===== config.mk =====
export PLATFORM = sky130hd
export DESIGN_NAME = motor_driver_alarm_handler
export DESIGN_NICKNAME = d
export VERILOG_FILES = /design/src/rtl/alarm_handler_pkg.sv /design/src/rtl/motor_driver_alarm_handler.sv
export VERILOG_INCLUDE_DIRS = /design/src /design/src/rtl
export SDC_FILE = /design/constraint.sdc
export NUM_CORES = 1
export LEC_CHECK = 0
export ABC_AREA = 1
export BUFFER_PORTS_ARGS = -buffer_cell sky130_fd_sc_hd__buf_4
export CAP_MARGIN = 20
export CORE_ASPECT_RATIO = 0.7
export CORE_MARGIN = 10
export CORE_UTILIZATION = 55
export DETAILED_ROUTE_END_ITERATION = 10
export PLACE_DENSITY = 0.79
export SLEW_MARGIN = 15
export SYNTH_ARGS = -nofsm -noshare
export SYNTH_HDL_FRONTEND = slang
export SYNTH_SLANG_ARGS = --single-unit

===== constraint.sdc =====
create_clock -name clk -period 2.5 [get_ports clk]
set_clock_uncertainty 0.1 [all_clocks]
set_input_delay 0.25 -clock clk [delete_from_list [all_inputs] [get_ports clk]]
set_output_delay 0.25 -clock clk [all_outputs]
set_load 0.1 [all_outputs]

===== src/rtl/alarm_handler_defines.svh =====
// constants for the motor driver alarm handler
`ifndef ALARM_HANDLER_DEFINES_SVH
`define ALARM_HANDLER_DEFINES_SVH
`define CODE_NONE 8'h00
`define CODE_SUPPLY_OFF 8'h23
`define CODE_UNDERVOLT 8'h25
`define CODE_MOTOR_HOT 8'h26
`define CODE_SENSOR_RUN 8'h28
`define CODE_SENSOR_LINK 8'h2A
`define CODE_OVERLOAD 8'h30
`define CODE_OVERSPEED 8'h31
`define CODE_HOME_LOST 8'h33
`define CODE_PULSE_RATE 8'h34
`define CODE_STORE_BAD 8'h41
`define CODE_SENSOR_PWRUP 8'h42
`define BLINK_2 4'h2
`define BLINK_3 4'h3
`define BLINK_7 4'h7
`define BLINK_8 4'h8
`define BLINK_9 4'h9
`define FAULT_COUNT 11
`endif


===== src/rtl/alarm_handler_pkg.sv =====
// types for the motor driver alarm handler
package alarm_handler_pkg;
    typedef enum logic [1:0] {IDLE, ALARM} mode_t;
    typedef enum logic [1:0] {CLR_ANY, CLR_NEVER, CLR_HOME} clear_t;
    typedef struct packed {
        mode_t mode;
        logic [7:0] code;
        logic [3:0] blinks;
        logic excite;
        logic brake;
        clear_t clearKind;
        logic [1:0] clrSync;
        logic [1:0] homeSync;
        logic [1:0] brakeSync;
        logic [10:0] faultSync1;
        logic [10:0] faultSync2;
        logic clrPrev;
    } state_t;
endpackage


===== src/rtl/motor_driver_alarm_handler.sv =====
// alarm latch, code, blink count and excitation decision
`timescale 1ns/10ps
`include "alarm_handler_defines.svh"
module motor_driver_alarm_handler (
    input wire logic clk,
    input wire logic rst_n,
    input wire logic [10:0] faultIn,
    input wire logic alarmClearInput,
    input wire logic homeRestored,
    input wire logic brakeFitted,
    output logic alarmActive,
    output logic [7:0] alarmCode,
    output logic [3:0] ledBlinks,
    output logic motorExcite,
    output logic brakeEngage
);
    // faultIn bit order: supply off, undervolt, motor hot, sensor run, sensor link,
    // overload, overspeed, home lost, pulse rate, store bad, sensor power-up
    alarm_handler_pkg::state_t cur, nxt;
    logic [10:0] faults;
    logic clrRise;

    // fixed priority: lowest bit wins when several detectors fire together
    function automatic logic [14:0] lookup(input logic [10:0] f);
        logic [14:0] r;
        r = {`CODE_NONE, `BLINK_2, 1'b1, 2'b00};
        if (f[0]) r = {`CODE_SUPPLY_OFF, `BLINK_3, 1'b0, 2'b00};
        else if (f[1]) r = {`CODE_UNDERVOLT, `BLINK_3, 1'b0, 2'b00};
        else if (f[2]) r = {`CODE_MOTOR_HOT, `BLINK_8, 1'b0, 2'b00};
        else if (f[3]) r = {`CODE_SENSOR_RUN, `BLINK_8, 1'b0, 2'b01};
        else if (f[4]) r = {`CODE_SENSOR_LINK, `BLINK_8, 1'b0, 2'b01};
        else if (f[5]) r = {`CODE_OVERLOAD, `BLINK_2, 1'b0, 2'b00};
        else if (f[6]) r = {`CODE_OVERSPEED, `BLINK_2, 1'b0, 2'b00};
        else if (f[7]) r = {`CODE_HOME_LOST, `BLINK_7, 1'b0, 2'b10};
        else if (f[8]) r = {`CODE_PULSE_RATE, `BLINK_2, 1'b0, 2'b00};
        else if (f[9]) r = {`CODE_STORE_BAD, `BLINK_9, 1'b0, 2'b01};
        else if (f[10]) r = {`CODE_SENSOR_PWRUP, `BLINK_8, 1'b0, 2'b01};
        return r;
    endfunction

    assign faults = cur.faultSync2;
    assign clrRise = cur.clrSync[1] & ~cur.clrPrev;

    always_comb begin
        logic [14:0] hit;
        hit = lookup(faults);
        nxt = cur;
        nxt.faultSync1 = faultIn;
        nxt.faultSync2 = cur.faultSync1;
        nxt.clrSync = {cur.clrSync[0], alarmClearInput};
        nxt.homeSync = {cur.homeSync[0], homeRestored};
        // brake option is a pin as well, so it is synchronised like the detectors
        nxt.brakeSync = {cur.brakeSync[0], brakeFitted};
        nxt.clrPrev = cur.clrSync[1];
        case (cur.mode)
            alarm_handler_pkg::IDLE: begin
                if (|faults) begin
                    nxt.mode = alarm_handler_pkg::ALARM;
                    nxt.code = hit[14:7];
                    nxt.blinks = hit[6:3];
                    nxt.excite = hit[2];
                    nxt.brake = cur.brakeSync[1] & ~hit[2];
                    nxt.clearKind = alarm_handler_pkg::clear_t'(hit[1:0]);
                end
            end
            alarm_handler_pkg::ALARM: begin
                // clear only when the cause has gone, otherwise it would re-latch at once
                if (((cur.clearKind == alarm_handler_pkg::CLR_ANY && clrRise)
                    || (cur.clearKind == alarm_handler_pkg::CLR_HOME && cur.homeSync[1]))
                    && !(|faults)) begin
                    nxt.mode = alarm_handler_pkg::IDLE;
                    nxt.code = `CODE_NONE;
                    nxt.blinks = 4'h0;
                    nxt.excite = 1'b1;
                    nxt.brake = 1'b0;
                    nxt.clearKind = alarm_handler_pkg::CLR_ANY;
                end
            end
            default: nxt.mode = alarm_handler_pkg::IDLE;
        endcase
    end

    always_ff @(posedge clk) begin
        if (!rst_n) begin
            cur <= '{mode: alarm_handler_pkg::IDLE, code: `CODE_NONE, blinks: 4'h0, excite: 1'b1, brake: 1'b0,
                clearKind: alarm_handler_pkg::CLR_ANY, clrSync: 2'h0, homeSync: 2'h0,
                brakeSync: 2'h0, faultSync1: 11'h000, faultSync2: 11'h000, clrPrev: 1'b0};
        end else begin
            cur <= nxt;
        end
    end

    always_comb begin
        alarmActive = (cur.mode == alarm_handler_pkg::ALARM);
        alarmCode = cur.code;
        ledBlinks = cur.blinks;
        motorExcite = cur.excite;
        brakeEngage = cur.brake;
    end

    property p_latch_cut;
        @(posedge clk) disable iff (!rst_n)
        (cur.mode == alarm_handler_pkg::IDLE && faults[0]) |=> (alarmCode == 8'h23 && !motorExcite);
    endproperty
    a_latch_cut: assert property (p_latch_cut) else $error("supply loss not latched");
    property p_undervolt;
        @(posedge clk) disable iff (!rst_n)
        (cur.mode == alarm_handler_pkg::IDLE && faults[1:0] == 2'b10) |=> (alarmCode == 8'h25 && ledBlinks == 4'h3);
    endproperty
    a_undervolt: assert property (p_undervolt) else $error("undervolt code wrong");
    property p_hot;
        @(posedge clk) disable iff (!rst_n)
        (cur.mode == alarm_handler_pkg::IDLE && faults[2:0] == 3'b100) |=> (alarmCode == 8'h26 && ledBlinks == 4'h8);
    endproperty
    a_hot: assert property (p_hot) else $error("overheat code wrong");
    property p_no_clear;
        @(posedge clk) disable iff (!rst_n)
        (alarmActive && cur.clearKind == alarm_handler_pkg::CLR_NEVER) |=> alarmActive;
    endproperty
    a_no_clear: assert property (p_no_clear) else $error("fatal alarm cleared");
    property p_store;
        @(posedge clk) disable iff (!rst_n)
        (cur.mode == alarm_handler_pkg::IDLE && faults[9:0] == 10'h200) |=> (alarmCode == 8'h41 && ledBlinks == 4'h9);
    endproperty
    a_store: assert property (p_store) else $error("store fault code wrong");
    property p_brake;
        @(posedge clk) disable iff (!rst_n)
        (alarmActive && !motorExcite && $past(cur.brakeSync[1]) && $rose(alarmActive)) |-> brakeEngage;
    endproperty
    a_brake: assert property (p_brake) else $error("brake not engaged");
    property p_hold;
        @(posedge clk) disable iff (!rst_n)
        (alarmActive && !clrRise && !cur.homeSync[1]) |=> $stable(alarmCode);
    endproperty
    a_hold: assert property (p_hold) else $error("code changed while latched");
    property p_clear;
        @(posedge clk) disable iff (!rst_n)
        (alarmActive && cur.clearKind == alarm_handler_pkg::CLR_ANY && clrRise && !(|faults)) |=> !alarmActive;
    endproperty
    a_clear: assert property (p_clear) else $error("clear ignored");

    // one property per code; the antecedent masks lower bits so priority cannot hide the result
    property p_sensor_run;
        @(posedge clk) disable iff (!rst_n)
        (cur.mode == alarm_handler_pkg::IDLE && faults[3:0] == 4'h8) |=> (alarmCode == 8'h28 && ledBlinks == 4'h8);
    endproperty
    a_sensor_run: assert property (p_sensor_run) else $error("sensor fault code wrong");
    property p_sensor_link;
        @(posedge clk) disable iff (!rst_n)
        (cur.mode == alarm_handler_pkg::IDLE && faults[4:0] == 5'h10) |=> (alarmCode == 8'h2A && ledBlinks == 4'h8);
    endproperty
    a_sensor_link: assert property (p_sensor_link) else $error("sensor link code wrong");
    property p_overload;
        @(posedge clk) disable iff (!rst_n)
        (cur.mode == alarm_handler_pkg::IDLE && faults[5:0] == 6'h20) |=> (alarmCode == 8'h30 && ledBlinks == 4'h2);
    endproperty
    a_overload: assert property (p_overload) else $error("overload code wrong");
    property p_overspeed;
        @(posedge clk) disable iff (!rst_n)
        (cur.mode == alarm_handler_pkg::IDLE && faults[6:0] == 7'h40) |=> (alarmCode == 8'h31 && ledBlinks == 4'h2);
    endproperty
    a_overspeed: assert property (p_overspeed) else $error("overspeed code wrong");
    property p_home_lost;
        @(posedge clk) disable iff (!rst_n)
        (cur.mode == alarm_handler_pkg::IDLE && faults[7:0] == 8'h80) |=> (alarmCode == 8'h33 && ledBlinks == 4'h7);
    endproperty
    a_home_lost: assert property (p_home_lost) else $error("home lost code wrong");
    property p_pulse_rate;
        @(posedge clk) disable iff (!rst_n)
        (cur.mode == alarm_handler_pkg::IDLE && faults[8:0] == 9'h100) |=> (alarmCode == 8'h34 && ledBlinks == 4'h2);
    endproperty
    a_pulse_rate: assert property (p_pulse_rate) else $error("pulse rate code wrong");
    property p_sensor_pwrup;
        @(posedge clk) disable iff (!rst_n)
        (cur.mode == alarm_handler_pkg::IDLE && faults == 11'h400) |=> (alarmCode == 8'h42 && ledBlinks == 4'h8);
    endproperty
    a_sensor_pwrup: assert property (p_sensor_pwrup) else $error("power-up sensor code wrong");
    property p_cut;
        @(posedge clk) disable iff (!rst_n)
        alarmActive |-> !motorExcite;
    endproperty
    a_cut: assert property (p_cut) else $error("current left on in alarm");
    property p_home_only;
        @(posedge clk) disable iff (!rst_n)
        (alarmActive && cur.clearKind == alarm_handler_pkg::CLR_HOME && !cur.homeSync[1]) |=> alarmActive;
    endproperty
    a_home_only: assert property (p_home_only) else $error("home alarm cleared without homing");
    property p_no_brake;
        @(posedge clk) disable iff (!rst_n)
        ($rose(alarmActive) && !$past(cur.brakeSync[1])) |-> !brakeEngage;
    endproperty
    a_no_brake: assert property (p_no_brake) else $error("brake engaged without brake fitted");
    property p_idle;
        @(posedge clk) disable iff (!rst_n)
        !alarmActive |-> (alarmCode == 8'h00 && ledBlinks == 4'h0 && motorExcite && !brakeEngage);
    endproperty
    a_idle: assert property (p_idle) else $error("idle outputs wrong");
    property p_refused;
        @(posedge clk) disable iff (!rst_n)
        (alarmActive && (|faults)) |=> alarmActive;
    endproperty
    a_refused: assert property (p_refused) else $error("alarm cleared while cause present");

    // main scenarios: raise, clear, homing, refused clear, brake
    c_alarm: cover property (@(posedge clk) disable iff (!rst_n) $rose(alarmActive));
    c_clear: cover property (@(posedge clk) disable iff (!rst_n) $fell(alarmActive));
    c_home: cover property (@(posedge clk) disable iff (!rst_n) alarmActive && alarmCode == 8'h33 ##1 !alarmActive);
    c_refused: cover property (@(posedge clk) disable iff (!rst_n) alarmActive && clrRise && (|faults) ##1 alarmActive);
    c_brake: cover property (@(posedge clk) disable iff (!rst_n) $rose(brakeEngage));
endmodule


Yosys cells after proc, flatten, opt, wreduce, memory -nomap -nowiden
Index checks and enable logic that the tools add are counted.

Bits in latches: 0. Bits in writable memories: 0. Memories: 0. Logic and storage cells: 46. Output and inout bits: 15. Bits in read-only memories: 0. Input bits: 16. Register bits after elaboration: 47.

Shift operators: 0. Multipliers: 0. $add $sub $neg: 0. Div/mod/pow operators: 0. Reduce and logical (&&, ||, !) cells: 11. Bitwise logic cells: 4. $lt $le $gt $ge: 0. Equality and inequality tests: 4. Multiplexer cells: 15.

Operators with widths (count): 14-bit 2-to-1 mux (11); 18-bit 2-to-1 mux (2); 16-bit one-hot mux with 2 select lines (1); 11-bit OR reduction (1); 2-bit zero test (2); 2-bit one-hot mux with 2 select lines (1); 1-bit logical AND (3); 3-bit AND reduction (1); 1-bit AND (2); 2-bit by 1-bit == test with 1-bit output, second input constant (1); 2-bit == test, second input constant (1); 2-bit by 1-bit inequality test with 1-bit output, second input constant (1); 2-bit inequality test, second input constant (1); 1-bit inverter (2); 2-bit AND reduction (1); 2-bit nonzero test (1); 1-bit zero test (1); 1-bit logical OR (1).

Longest topological paths before layout
Depth in word-level cells: 15. Mapped depth: 9. Depth with buffers taken out: 9.

Worst setup path after synthesis
OpenSTA, ideal clock, no wires.

Kind: flip-flop to flip-flop. Start point: reg cur[45] (netlist bit). End point: reg cur, in the netlist alarmCode[5]. Period minus slack after synthesis: 2086 ps. Slack: 414 ps. Cell stages (with the launch flop): 10. Arrival time: 1873 ps. Buffers on the path: 0. Path through: dfxtp_1 inv_2 nor2_1 o21ai_1 nor2_2 nand2_4 nand2_4 inv_2 nor2_1 nor2_1.

Cells in the longest elaborated chain, start to end: 3.

Ends and longest elaborated chain: start: declaration (RTL line motor_driver_alarm_handler.sv:19) `alarm_handler_pkg::state_t cur, nxt;`; start signal: assignment (RTL line motor_driver_alarm_handler.sv:85) `` cur <= '{mode: alarm_handler_pkg::IDLE, code: `CODE_NONE, blinks: 4'h0, excite: 1'b1, brake: 1'b0, ``; start signal: assignment (RTL line motor_driver_alarm_handler.sv:89) `cur <= nxt;`; 2-bit by 1-bit == test with 1-bit output / 2-bit zero test (equally long branches) (RTL line motor_driver_alarm_handler.sv:55) `case (cur.mode)`; 2-bit by 1-bit inequality test with 1-bit output (no line), or another cell as far along; 3-bit AND reduction (no line).

Parallel ways exist; a longest one is shown, timed or not. A chain may end at the register's enable or synchronous reset.

Worst setup path after layout
Start point: reg cur, in the netlist faults[7]. End point: reg cur, in the netlist alarmCode[6].

Cells in the longest elaborated chain, start to end: 10.

Ends and longest elaborated chain: 14-bit 2-to-1 mux (RTL line motor_driver_alarm_handler.sv:34) `` else if (f[7]) r = {`CODE_HOME_LOST, `BLINK_7, 1'b0, 2'b10}; ``; 14-bit 2-to-1 mux (RTL line motor_driver_alarm_handler.sv:33) `` else if (f[6]) r = {`CODE_OVERSPEED, `BLINK_2, 1'b0, 2'b00}; ``; 14-bit 2-to-1 mux (RTL line motor_driver_alarm_handler.sv:32) `` else if (f[5]) r = {`CODE_OVERLOAD, `BLINK_2, 1'b0, 2'b00}; ``; 14-bit 2-to-1 mux (RTL line motor_driver_alarm_handler.sv:31) `` else if (f[4]) r = {`CODE_SENSOR_LINK, `BLINK_8, 1'b0, 2'b01}; ``; 14-bit 2-to-1 mux (RTL line motor_driver_alarm_handler.sv:30) `` else if (f[3]) r = {`CODE_SENSOR_RUN, `BLINK_8, 1'b0, 2'b01}; ``; 14-bit 2-to-1 mux (RTL line motor_driver_alarm_handler.sv:29) `` else if (f[2]) r = {`CODE_MOTOR_HOT, `BLINK_8, 1'b0, 2'b00}; ``; 14-bit 2-to-1 mux (RTL line motor_driver_alarm_handler.sv:28) `` else if (f[1]) r = {`CODE_UNDERVOLT, `BLINK_3, 1'b0, 2'b00}; ``; 14-bit 2-to-1 mux (RTL line motor_driver_alarm_handler.sv:27) `` if (f[0]) r = {`CODE_SUPPLY_OFF, `BLINK_3, 1'b0, 2'b00}; ``; 18-bit 2-to-1 mux (RTL line motor_driver_alarm_handler.sv:57) `if (|faults) begin`; 16-bit one-hot mux with 2 select lines (RTL line motor_driver_alarm_handler.sv:55).

Parallel ways exist; a longest one is shown, timed or not. The select of a mux whose other input is x is not followed.

==> results.json <==
{
  "outcome": "completed",
  "cp_max_fo": 9,
  "fp.coreArea_um2": 3110,
  "post_dp_cell_area_um2": 1910,
  "min_period_over_period_pct": 62.1,
  "hold_viol": 0,
  "clk_pin_slew_ns": 0.08,
  "synth_compound_area_share_pct": 6.49,
  "r2r_slack_ns": 0.95,
  "grt_overflow": 0,
  "clock_sinks": 44,
  "tns_ns": 0,
  "drive_gt1_share_pct": 22.1,
  "fmax_mhz": 644,
  "ios": 31,
  "yosys.area_share.adder_pct": 0,
  "yosysWarnings": 0,
  "drc": 0,
  "min-delay-start": "faultIn[3]",
  "synthXorXnorAreaFrac_pct": 0,
  "vias_per_cell": 4.55,
  "n_antenna_cell": 0,
  "grt_pass1_wl_um": 5220,
  "htreeDepth": 2,
  "avgRoutedWirePerCell_um": 10.7,
  "hold_class": "in -> reg",
  "postLayoutCellArea_um2": 1990,
  "yosys_register_bits": 44,
  "synthSimpleGateAreaFrac_pct": 27.0,
  "synth_top_family_by_area": "simple AND/OR/NAND/NOR gates",
  "grt_max_degree": 39,
  "synth_area_um2": 1750,
  "die_area_um2": 5880,
  "syn_to_final_growth_pct": 13.3,
  "drv_cap": 0,
  "final_max_slew_viol_count": 0,
  "required_ns": 2.58,
  "arrival_ns": 1.63,
  "r2r_end": "alarmCode[6]",
  "drtIter0Drc": 100,
  "yosysSeqAreaShare_pct": 50.2,
  "fp.dieW_um": 87.5,
  "ir_drop_v": 0.000427,
  "antenna_found_initial": 0,
  "syn_area_per_cell_um2": 7.83,
  "critPathLaunch": "faults[7]",
  "syn-instance-count": 224,
  "die_h_um": 67.3,
  "clk_latency_ns": 0.29,
  "synth.area.top_cells": "dfxtp_1 (50%), nand2_1 (10%), inv_1 (9.0%), buf_4 (6.0%), nand3_1 (4.6%)",
  "root_buffer": "clkbuf_8",
  "synth_mux_area_share_pct": 0,
  "synth_fp_nets": 240,
  "end_kind": "flop",
  "min_delay_worst_endpoint": "cur[15]",
  "critPathLaunchType": "flop",
  "initial_utilization_pct": 56.5,
  "routed_wl_um": 3030,
  "setup_violations": 0,
  "whs_ns": 0.0341,
  "p_total_mw": 1.51,
  "dr.pass1.iters": 4,
  "hold_buffers": 0,
  "grt_use_total_pct": 11.0,
  "reg2regPathDepth": 8,
  "cts_inserted_buffers": 5,
  "hold_path_depth": 3,
  "dpl.cell_count": 275,
  "place_congestion": 0.885,
  "cts_tree": "yes",
  "cts_setup_buffers": 0,
  "instances_no_fill": 282,
  "ys_types": 25,
  "leakagePower_nw": 1.10,
  "synth_top_area_cell": "dfxtp_1",
  "synth_top_area_share_pct": 50.2,
  "placementRows": 17,
  "rsz0062_at_grt": "false",
  "portBuffers": 29,
  "vias": 1283,
  "hpwl_um": 2220,
  "worstReg2RegStart": "faults[7]",
  "power_density_nw_per_um2": 759,
  "fin_crit_ns": 1.55,
  "final_antenna_net_count": 0,
  "grt_pass1_vias": 1226,
  "fin_nets": 260,
  "critPathKind": "reg -> reg",
  "clk_path_buf_depth": 2,
  "cts_resized": 0
}
critical path, cell delays in order, from the launching register on:
cell and delay (ns):
dfxtp_1 0.34, nor2_1 0.21, nand2_2 0.13, nor3_4 0.21, nand2_4 0.13, nand2_4 0.12
inv_2 0.04, nor2_1 0.09, nor2_1 0.05
per-layer routing:
layer	wire [um]	global-route usage, %
met1	1470	13.3
met3	182	4.69
met5	0	0
met2	1350	17.1
met4	27	4.37
cell type report:
| cell class | count | area, um^2 |
|---|---|---|
| well taps | 38 | 47.5 |
| clock buffers | 5 | 68.8 |
| repair buffers | 29 | 218 |
| fillers | 290 | 1120 |
| flip-flops and latches | 44 | 881 |
| clock inverters | 2 | 12.5 |
| inverters | 45 | 169 |
| multi-input cells | 119 | 592 |
worst max-delay path by stage:
stage | endpoint | slack, ns | cells past startpoint
floorplan | alarmCode[5] | 0.41 | 9
detailed placement | alarmCode[6] | 0.98 | 9
finish | alarmCode[6] | 0.95 | 8
global placement | alarmCode[5] | 1.00 | 9
CTS | alarmCode[6] | 0.93 | 8
global route | alarmCode[6] | 0.76 | 8
flip-flops by register name, indices dropped and copies added, names as in the netlist:
name	count
ledBlinks	4
motorExcite	1
brakeEngage	1
faults	11
alarmCode	7
cur	20
cell families (layout without fill, tap and decap cells):
kind of cell	after synthesis	count (layout)
AND/OR/NAND/NOR	97	97
buffers and inverters	61	81
flip-flops	44	44
AO/OA/AOI/OAI	21	21
other	1	1
synthesized netlist by cell type (all sizes together):
| cell type | count |
|---|---|
| a21oi | 11 |
| a31oi | 1 |
| and2 | 1 |
| buf | 14 |
| clkbuf | 2 |
| conb | 1 |
| dfxtp | 44 |
| inv | 45 |
| nand2 | 54 |
| nand3 | 17 |
| nor2 | 22 |
| nor3 | 2 |
| nor4 | 1 |
| o211ai | 1 |
| o21ai | 5 |
| o22ai | 2 |
| o31ai | 1 |
stage by stage:
stage	worst slack, ns	util [%]
finish	0.948	64.0
global route	0.758	64.0
CTS	0.931	64.0
detailed placement	0.982	61.4
global placement	1.00	61.4
floorplan	0.414	-
power by group:
part	total, mW	switching (mW)	internal, mW
Sequential	0.768	0.0247	0.743
Combinational	0.339	0.252	0.0867
Clock	0.401	0.213	0.189
cells in the final DEF (no fill, tap or decap), drive strengths merged:
master | Yosys | routed
a31oi | 1 | 1
and2 | 1 | 1
nor4 | 1 | 1
clkbuf | 2 | 5
dfxtp | 44 | 44
nor3 | 2 | 2
o22ai | 2 | 2
a21oi | 11 | 11
o31ai | 1 | 1
nand3 | 17 | 17
clkinv | 0 | 1
nand2 | 54 | 54
clkinvlp | 0 | 1
conb | 1 | 1
buf | 14 | 29
o211ai | 1 | 1
nor2 | 22 | 22
inv | 45 | 45
o21ai | 5 | 5
(Power assumes the default switching activity.)
